`config.mk`:
```
export PLATFORM = sky130hd
export DESIGN_NAME = apt_pm_timer
export DESIGN_NICKNAME = d
export VERILOG_FILES = /design/src/design/apt_pkg.sv /design/src/design/apt_pm_timer.sv
export SDC_FILE = /design/constraint.sdc
export NUM_CORES = 1
export LEC_CHECK = 0
export BUFFER_PORTS_ARGS = -buffer_cell sky130_fd_sc_hd__buf_2
export CELL_PAD_IN_SITES_DETAIL_PLACEMENT = 1
export CELL_PAD_IN_SITES_GLOBAL_PLACEMENT = 1
export CORE_UTILIZATION = 43
export CTS_BUF_LIST = sky130_fd_sc_hd__clkbuf_16
export DETAILED_ROUTE_END_ITERATION = 16
export MAX_ROUTING_LAYER = met4
export PLACE_DENSITY = 0.95
export RECOVER_POWER = 25
export SKIP_LAST_GASP = 1
export SLEW_MARGIN = 20
export SYNTH_ARGS = -nofsm -noshare
export SYNTH_HDL_FRONTEND = slang
export SYNTH_SLANG_ARGS = --single-unit
```
`constraint.sdc`:
```
create_clock -name clk_sys -period 2.9 [get_ports clk_sys]
set_clock_uncertainty 0.05 [all_clocks]
set_input_delay 0.29 -clock clk_sys [delete_from_list [all_inputs] [get_ports clk_sys]]
set_output_delay 0.29 -clock clk_sys [all_outputs]
set_load 0.005 [all_outputs]
```
`src/design/apt_pkg.sv`:
```
// ----------------------------------------------------------------------------
// Shared constants for the power management timer block.
// ----------------------------------------------------------------------------
package apt_pkg;

  // --------------------------------------------------------------------------
  // Widths.
  // --------------------------------------------------------------------------
  localparam int ADDR_W = 4;   // Byte offset inside the power management block.
  localparam int DATA_W = 8;   // Every register is one byte wide.
  localparam int COUNT_W = 24; // Width of the running count.
  localparam int CARRY_BIT = 23; // Top bit of the count, watched for carries.
  localparam int IDLE_W = 8;   // Width of the stopped-clock watch counter.

  // --------------------------------------------------------------------------
  // Register offsets relative to the block base in system I/O space.
  // --------------------------------------------------------------------------
  localparam logic [3:0] OFF_CONTROL_TWO = 4'h5;
  localparam logic [3:0] OFF_CONTROL_THREE = 4'h6;
  localparam logic [3:0] OFF_CONTROL_FOUR = 4'h7;
  localparam logic [3:0] OFF_TIMER_BYTE_LOW = 4'h8;
  localparam logic [3:0] OFF_TIMER_BYTE_MID = 4'h9;

  // --------------------------------------------------------------------------
  // Reset and read-back values.
  // --------------------------------------------------------------------------
  localparam logic [7:0] RESERVED_VALUE = 8'h00;
  localparam logic [7:0] UNMAPPED_VALUE = 8'h00;
  localparam logic [23:0] COUNT_RESET = 24'h000000;
  localparam logic [23:0] COUNT_STEP = 24'h000001;
  localparam logic [7:0] IDLE_STEP = 8'h01;

  // --------------------------------------------------------------------------
  // Timing.
  // --------------------------------------------------------------------------
  localparam int CLK_SYS_MHZ = 50;       // System clock rate in MHz.
  localparam int TICK_HZ = 3579545;      // Nominal rate of the timer input clock.
  localparam int PIN_STOP_NS = 1000;     // Input clock idle longer than this counts as stopped.
  localparam int PIN_STOP_CYCLES = (PIN_STOP_NS * CLK_SYS_MHZ) / 1000; // Rounded down.

endpackage : apt_pkg

```
`src/design/apt_pm_timer.sv`:
```
`timescale 1ns/100ps

module apt_pm_timer (
  input wire logic clk_sys,
  input wire logic reset,
  input wire logic clkEnable,
  input wire logic [3:0] ioAddr,
  input wire logic ioRead,
  input wire logic ioWrite,
  input wire logic inputClockPin,
  input wire logic systemWorking,
  input wire logic masterReset,
  input wire logic timerCarryClear,
  input wire logic timerCarryIrqEnable,
  input wire logic sciSelect,
  input wire logic smiEnable,
  output logic [7:0] ioRdData,
  output logic ioRdValid,
  output logic [23:0] pmTimerCount,
  output logic timerCarryFlag,
  output logic timerClockRunning,
  output logic sciOut,
  output logic smiOut
);

  // --------------------------------------------------------------------------
  // Address decode helpers.
  // --------------------------------------------------------------------------

  // The reserved test is needed by the read path and by the checks below.
  function automatic logic isReservedOffset(input logic [3:0] addr);
    isReservedOffset = (addr == apt_pkg::OFF_CONTROL_TWO) ||
                       (addr == apt_pkg::OFF_CONTROL_THREE) ||
                       (addr == apt_pkg::OFF_CONTROL_FOUR);
  endfunction : isReservedOffset

  // --------------------------------------------------------------------------
  // State.
  // --------------------------------------------------------------------------
  logic [23:0] count_reg;
  logic [23:0] count_next;
  logic pinPrev_reg;
  logic flag_reg;
  logic flag_next;
  logic [7:0] idle_reg;
  logic [7:0] idle_next;
  logic running_reg;
  logic running_next;
  logic [7:0] rdData_reg;
  logic [7:0] rdData_next;
  logic rdValid_reg;
  logic sci_reg;
  logic sci_next;
  logic smi_reg;
  logic smi_next;

  // --------------------------------------------------------------------------
  // Counting.
  // --------------------------------------------------------------------------

  // The input clock pin is synchronous to clk_sys, so a rising edge is found
  // by comparing with last cycle's sample. A stopped pin gives no edges and
  // the count simply holds, which is also how it resumes after a restart.
  wire logic pinRise = inputClockPin & ~pinPrev_reg;
  wire logic countAdvance = pinRise & systemWorking;
  wire logic [23:0] countInc = count_reg + apt_pkg::COUNT_STEP;

  // Master reset clears the count; otherwise it steps or holds. Bus writes
  // have no path into the count at all.
  assign count_next = masterReset ? apt_pkg::COUNT_RESET :
                      countAdvance ? countInc : count_reg;

  // A carry is any change of the top bit caused by counting. Clearing by
  // master reset is not treated as a carry so software sees no false event.
  wire logic carryEvent = countAdvance & ~masterReset &
                          (countInc[apt_pkg::CARRY_BIT] ^ count_reg[apt_pkg::CARRY_BIT]);

  // The flag is sticky; a carry in the same cycle as a clear wins.
  assign flag_next = carryEvent | (flag_reg & ~timerCarryClear);

  // --------------------------------------------------------------------------
  // Input clock watch.
  // --------------------------------------------------------------------------

  // Counts system cycles since the last pin edge and saturates, so software
  // can tell a held count from a slow one.
  wire logic idleFull = (idle_reg >= 8'(apt_pkg::PIN_STOP_CYCLES));
  assign idle_next = pinRise ? 8'h00 : (idleFull ? idle_reg : idle_reg + apt_pkg::IDLE_STEP);
  assign running_next = ~idleFull | pinRise;

  // --------------------------------------------------------------------------
  // Event routing.
  // --------------------------------------------------------------------------

  // The enabled carry flag is the power management event; it leaves as SCI
  // when SCI select is set and as SMI otherwise, if the SMI path is enabled.
  wire logic pmEvent = flag_reg & timerCarryIrqEnable;
  assign sci_next = pmEvent & sciSelect;
  assign smi_next = pmEvent & ~sciSelect & smiEnable;

  // --------------------------------------------------------------------------
  // Read path.
  // --------------------------------------------------------------------------

  // Reads only sample the count; they never feed back into it.
  wire logic selLow = (ioAddr == apt_pkg::OFF_TIMER_BYTE_LOW);
  wire logic selMid = (ioAddr == apt_pkg::OFF_TIMER_BYTE_MID);
  wire logic selReserved = isReservedOffset(ioAddr);
  assign rdData_next = selLow ? count_reg[7:0] :
                       selMid ? count_reg[15:8] :
                       selReserved ? apt_pkg::RESERVED_VALUE :
                       apt_pkg::UNMAPPED_VALUE;

  // --------------------------------------------------------------------------
  // Registers.
  // --------------------------------------------------------------------------

  // Counter and edge sample; reset acts even with the clock enable low.
  // The pin is sampled during reset, so a pin held high through reset is not taken as a rise.
  always_ff @(posedge clk_sys) begin
    if (reset) begin
      count_reg <= apt_pkg::COUNT_RESET;
      pinPrev_reg <= inputClockPin;
    end else if (clkEnable) begin
      count_reg <= count_next;
      pinPrev_reg <= inputClockPin;
    end
  end

  // Carry flag and clock watch.
  always_ff @(posedge clk_sys) begin
    if (reset) begin
      flag_reg <= 1'b0;
      idle_reg <= 8'(apt_pkg::PIN_STOP_CYCLES); // Reads as stopped until a first edge is seen.
      running_reg <= 1'b0;
    end else if (clkEnable) begin
      flag_reg <= flag_next;
      idle_reg <= idle_next;
      running_reg <= running_next;
    end
  end

  // Read answer, one cycle after the strobe.
  always_ff @(posedge clk_sys) begin
    if (reset) begin
      rdData_reg <= 8'h00;
      rdValid_reg <= 1'b0;
    end else if (clkEnable) begin
      rdData_reg <= ioRead ? rdData_next : rdData_reg;
      rdValid_reg <= ioRead;
    end
  end

  // Interrupt outputs, registered so they come straight from flip-flops.
  always_ff @(posedge clk_sys) begin
    if (reset) begin
      sci_reg <= 1'b0;
      smi_reg <= 1'b0;
    end else if (clkEnable) begin
      sci_reg <= sci_next;
      smi_reg <= smi_next;
    end
  end

  // --------------------------------------------------------------------------
  // Outputs.
  // --------------------------------------------------------------------------
  assign ioRdData = rdData_reg;
  assign ioRdValid = rdValid_reg;
  assign pmTimerCount = count_reg;
  assign timerCarryFlag = flag_reg;
  assign timerClockRunning = running_reg;
  assign sciOut = sci_reg;
  assign smiOut = smi_reg;
endmodule : apt_pm_timer

```
==> results of run 1 <==
==> worst max-delay path by stage <==
stage	slack (ps)	to	cells past startpoint
detailed placement	870	pmTimerCount[18]	4
CTS	850	pmTimerCount[20]	4
floorplan	1230	idle_reg[1]	6
global placement	970	pmTimerCount[18]	4
finish	820	pmTimerCount[20]	4
global route	710	pmTimerCount[20]	4
==> power by group through the flow <==
stage	Combinational (uW)	Clock (uW)	Sequential [uW]
global placement	82.4	0	663
global route	95.8	604	651
detailed placement	87.2	0	665
CTS	87.9	571	650
finish	87.1	562	651
floorplan	58.2	0	663
==> per-stage QoR <==
stage | worst slack [ps] | cells | utilization
after floorplan | 1230 | 266 | -
after global placement | 973 | 371 | 0.504
after detailed placement | 868 | 371 | 0.504
after CTS | 854 | 379 | 0.532
after global routing | 714 | 379 | 0.528
final | 816 | 379 | 0.528
==> per-layer routing <==
| metal | routed length [um] | part of all wire | vias up | global-route usage |
|---|---|---|---|---|
| met4 | 130 | 0.020 | 0 | 0.0885 |
| met1 | 3050 | 0.46 | 1137 | 0.323 |
| met3 | 239 | 0.036 | 17 | 0.0450 |
| li1 | - | - | 1100 | - |
| met5 | 0 | 0 | - | - |
| met2 | 3240 | 0.49 | 73 | 0.413 |
==> cell families (layout without fill, tap and decap cells) <==
logic type | Yosys count | in the layout | synth area share
compound gates | 76 | 76 | 0.217
xor+xnor | 5 | 5 | 0.0188
fa+ha+maj | 3 | 3 | 0.0162
buf+inv | 20 | 63 | 0.0398
flops | 46 | 46 | 0.401
mux | 9 | 9 | 0.0388
simple gates | 107 | 107 | 0.269
==> final cells by class <==
type	instances	area (um^2)
fillers	667	2430
repair buffers	52	243
multi-input cells	200	1300
inverters	3	11.3
well taps	70	87.6
flip-flops and latches	46	931
clock buffers	5	125
clock inverters	3	16.3
==> synthesized netlist by cell type (all sizes together) (3+ instances only) <==
cell type   n
a21o        3
a21oi      31
and2        3
and3        5
and4        6
buf         9
clkbuf      8
dfxtp      45
ha          3
inv         3
mux2i       9
nand2      16
nand2b      3
nand3       8
nand4       6
nand4b      3
nor2       21
nor3       11
nor4        4
o2111ai     3
o211ai      3
o21a        4
o21ai      10
o31ai      10
or4        10
xor2        4
==> worst max-delay path, delay by kind of cell (launching register included) <==
kind               cells  cell delay [ps]
AOI/OAI and AO/OA      2              470
DFF                    1              490
and+or+nand+nor        2             1000
==> run summary, run 1 <==
Clock net sink count: 46
Start point of the worst min-delay path: timerCarryIrqEnable
Aggregate routed wire length: 6.66 mm
Number of antenna violations at the first check in global routing: 0
Vias in the first global route: 2246
Worst r2r src: pmTimerCount[3]
Quantity of hold-fixing buffers added after cts: 0
Reg2Reg Depth: 4
Clock power frac: 0.433
Ratio of cells with drive above 1 in the final layout: 0.159
Via density per instance: 6.14
Final instance area: 2710 um^2
Period utilization: 0.719
Crit path max-delay cell type: or4b_1
# IOs: 53
Distinct cell type count of the synthesized netlist: 51
Post-CTS setup buffer count: 0
Maximum number of pins on one net before global-route repair: 25
Flip-flop cell with the highest count after synthesis: dfxtp_1
Starting density of the core: 0.452
Combinational fraction of design power: 0.067
Die width: 75.5 um
Sequential element share of the synthesized area: 0.401
Reg2reg end: pmTimerCount[20]
Via total after detailed routing: 2327
FFs w/ async S/R, synth: 0
Height of the die: 75.5 um
Synth Area per Inst: 8.73 um^2
Iteration-0 DRC count of the detailed router: 177
Synthesized netlist cell count: 266
Worst hold slack: 268 ps
P_leak: 0.00100 uW
CTS root buf: clkbuf_16
Final count of hold timing violations: 0
Cts bufs inserted: 5
Post-detail-place hpwl: 4.71 mm
R2R Setup Slk: 820 ps
Areal power density over the cells: 479 nW/um^2
Final number of setup-violating endpoints: 0
Kind of critical path: reg2reg
Clock-pin slew on the worst setup and hold paths: 70 ps
Area after DPL: 2590 um^2
Number of enable-type register cells in the synthesized netlist: 1
Setup TNS Final: 0 ps
Outcome: completed
Post-Synthesis Net Count: 285
Largest area contributor in the synthesized netlist: dfxtp_1
DRT Pass-1 Iters: 4
WHS Path Cells: 3
Relative contribution of sequential cells to total power: 0.500
Setup crit start: pmTimerCount[3]
Critical path arrival: 2250 ps
Leading cell types in the layout, fill and taps excluded: 45 x dfxtp_1, 35 x buf_2, 31 x a21oi_1
Kind of end point of the critical path: flip-flop
Largest cells by area after synthesis: dfxtp_1 39%, a21oi_1 6.7%, mux2i_1 3.9%
Internal Dissipation: 986 uW
Number of H-tree branching levels: 2
# resized after CTS: 0
Achievable clock frequency: 0.480 GHz
Share of the synthesized area in the top cell type: 0.388
Slew headroom: 0.262
Clock tree from TritonCTS: built
Final ANT Viol Nets: 0
Sw Pwr: 314 uW
Critical-path maximum fanout: 18
Global router's overall resource usage: 0.256
Most common library cell in the layout ignoring fill and taps: dfxtp_1
Worst hold-check path type: in2reg
Final number of max-transition violations: 0
Peak ir drop on the vdd network: 0.000228 V
Area of the die: 5700 um^2
Total number of placement rows: 26
PnR Total Power: 1300 uW
Number of buffers inserted by port buffering: 51
Final net count: 327
Count of synthesis-stage warnings from yosys: 0
Stage delay of the slowest cell on the critical path: 590 ps
End point of the worst hold path: sciOut
GR Overflow Total: 0
Number of maximum-capacitance violations: 0
Average detailed-routed wire length per instance: 17.6 um
Floorplan core area: 5140 um^2
Post-layout min period: 2080 ps
Unrepaired setup endpoints after global routing: false
Transition at the pin with the smallest max-transition slack: 1110 ps
Cells along the critical path: and4_1 -> o2111ai_4 -> or4b_1 -> a21oi_1
Diode insertion count for antenna repair: 0
Clk buf depth: 2
Synthesis-stage register bit count: 46
Critical Path Source Type: flip-flop
Global-route wire length before repair: 10.7 mm
Critical Path RT: 3070 ps
Max FFs per register: 24
Area growth syn-to-layout: 16.8%
Mapped cell area: 2320 um^2
Fraction of power spent switching nets: 0.242
DRC violations left: 0
Placer's final routability congestion estimate: 0.782
Worst-skew pair later-pin latency: 290 ps
Note: power is estimated with default switching activity, not from simulation.
==> run 2, diff against run 1 <==
--- a/config.mk
+++ b/config.mk
@@ -8,11 +8,11 @@
 export BUFFER_PORTS_ARGS = -buffer_cell sky130_fd_sc_hd__buf_2
 export CELL_PAD_IN_SITES_DETAIL_PLACEMENT = 1
 export CELL_PAD_IN_SITES_GLOBAL_PLACEMENT = 1
-export CORE_UTILIZATION = 43
+export CORE_UTILIZATION = 40
 export CTS_BUF_LIST = sky130_fd_sc_hd__clkbuf_16
 export DETAILED_ROUTE_END_ITERATION = 16
 export MAX_ROUTING_LAYER = met4
-export PLACE_DENSITY = 0.95
+export PLACE_DENSITY = 0.9
 export RECOVER_POWER = 25
 export SKIP_LAST_GASP = 1
 export SLEW_MARGIN = 20
==> constraint.sdc (replaced) <==
create_clock -name clk_sys -period 2 [get_ports clk_sys]
set_clock_uncertainty 0.05 [all_clocks]
set_input_delay 0.2 -clock clk_sys [delete_from_list [all_inputs] [get_ports clk_sys]]
set_output_delay 0.2 -clock clk_sys [all_outputs]
set_load 0.005 [all_outputs]
==> run summary, run 2 (same netlist as run 1, synthesis figures left out) <==
Outcome: completed
# IOs: 53 (unchanged)
Global-route wire length before repair: 11.9 mm (+11%)
Post-layout min period: 1920 ps (-164 ps)
Clock net sink count: 46 (unchanged)
Area growth syn-to-layout: 22.5%
Most common library cell in the layout ignoring fill and taps: dfxtp_1
Achievable clock frequency: 0.521 GHz (+8.5%)
Total number of placement rows: 27 (+3.8%)
Areal power density over the cells: 660 nW/um^2 (+38%)
PnR Total Power: 1880 uW (+44%)
Crit path max-delay cell type: dfxtp_1
Core utilization of the finished layout: 0.514 (-0.0144)
Diode insertion count for antenna repair: 0 (unchanged)
Critical-path maximum fanout: 6 (-12)
Placer's final routability congestion estimate: 0.793 (+1.3%)
Unrepaired setup endpoints after global routing: false
Minimum setup slack after placement: 106 ps (-762 ps)
Worst r2r src: idle_reg[0]
Family with the most delay on the worst path: simple AND/OR/NAND/NOR gates
Worst-skew pair later-pin latency: 290 ps (about the same)
Number of maximum-capacitance violations: 0 (unchanged)
Number of antenna violations at the first check in global routing: 0 (unchanged)
Setup TNS Final: 0 ps (unchanged)
Period utilization: 0.960 (+0.241)
Clock tree from TritonCTS: built
Global router's overall resource usage: 0.257 (+0.000974)
Floorplan core area: 5540 um^2 (+7.8%)
Critical Path Source Type: flip-flop
GR Overflow Total: 0 (unchanged)
Quantity of hold-fixing buffers added after cts: 0 (unchanged)
Kind of end point of the critical path: flip-flop
Number of buffers and inverters on the critical path: 1 (+1)
Number of H-tree branching levels: 2 (unchanged)
Leading cell types in the layout, fill and taps excluded: 44 x dfxtp_1, 40 x buf_2, 31 x a21oi_1
Starting density of the core: 0.419 (-0.0327)
Peak ir drop on the vdd network: 0.000350 V (+54%)
Transition at the pin with the smallest max-transition slack: 733 ps (-374 ps)
Worst hold-check path type: in2reg
Cts bufs inserted: 5 (unchanged)
Setup crit start: idle_reg[0]
Final net count: 342 (+4.6%)
Via density per instance: 6.06 (-1.3%)
Vias in the first global route: 2363 (+5.2%)
Via total after detailed routing: 2400 (+3.1%)
Final count of hold timing violations: 0 (unchanged)
Post-detail-place hpwl: 4.90 mm (+4.1%)
Final number of setup-violating endpoints: 0 (unchanged)
Iteration-0 DRC count of the detailed router: 120 (-32%)
Critical path arrival: 2040 ps (-210 ps)
Kind of critical path: reg2reg
DRT Pass-1 Iters: 4 (unchanged)
Aggregate routed wire length: 7.26 mm (+9.0%)
DRC violations left: 0 (unchanged)
Maximum number of pins on one net before global-route repair: 25 (unchanged)
Ratio of cells with drive above 1 in the final layout: 0.219 (+0.0606)
Stage delay of the slowest cell on the critical path: 380 ps (-210 ps)
Setup slack after layout: 80.1 ps (-736 ps)
Start point of the worst min-delay path: inputClockPin
Die width: 78.2 um (+3.6%)
Slew headroom: 0.511 (+0.249)
Number of buffers inserted by port buffering: 51 (unchanged)
P_leak: 0.00111 uW (+11%)
Final ANT Viol Nets: 0 (unchanged)
Average detailed-routed wire length per instance: 18.3 um (+4.3%)
Cells along the critical path: inv_1 -> ha_1 -> nor4_4 -> nor3_1 -> or2_2 -> a211o_1
Area of the die: 6120 um^2 (+7.3%)
Critical Path RT: 2120 ps (-950 ps)
Clock-pin slew on the worst setup and hold paths: 60 ps (about the same)
Worst hold slack: 166 ps (-102 ps)
Max FFs per register: 24 (unchanged)
Clk buf depth: 2 (unchanged)
Final number of max-transition violations: 0 (unchanged)
Height of the die: 78.2 um (+3.6%)
CTS root buf: clkbuf_16
[run 2: final timing paths]
| kind | endpoint | slack [ps] | depth (start not counted) |
|---|---|---|---|
| worst max-delay path | idle_reg[1] | 80 | 6 |
| worst min register to register | sciOut | 420 | 2 |
| worst min-delay path | pinPrev_reg | 170 | 1 |
| worst max register to register | idle_reg[1] | 80 | 6 |
[run 2: worst reg2reg max path: stages, from the launching register on]
cell     delay, ps
dfxtp_1        380
inv_1           80
ha_1           230
nor4_4         240
nor3_1         180
or2_2          340
a211o_1        300
[run 2: metal layers]
| metal | global-route usage | routed length [um] |
|---|---|---|
| met5 | - | 0 |
| met2 | 0.429 | 3620 |
| met3 | 0.0535 | 422 |
| met1 | 0.307 | 3120 |
| met4 | 0.0870 | 101 |
[run 2: per-stage QoR]
step,std cells,instance area (um^2)
global placement,388,2710
finish,396,2850
detailed placement,388,2710
global route,396,2850
CTS,396,2850
floorplan,266,2320
[run 2: report_power, final]
group	internal [uW]	total [uW]	switching, uW
logic	48.3	140	92.0
registers	931	943	12.2
clock network	452	793	341
total	1430	1880	445
[run 2: what timing repair did]
item / CTS / global route
endpoints found under the setup margin: 2 / 2
setup buffers: 0 / 0
resized for setup: 1 / 4
[run 2: final cells by class]
cell class / count / area (um^2)
Clock buffer: 5 / 125
Clock inverter: 3 / 12.5
Fill cell: 688 / 2700
Inverter: 3 / 11.3
Multi-Input combinational cell: 200 / 1310
Sequential cell: 46 / 932
Tap cell: 72 / 90.1
Timing Repair Buffer: 67 / 362
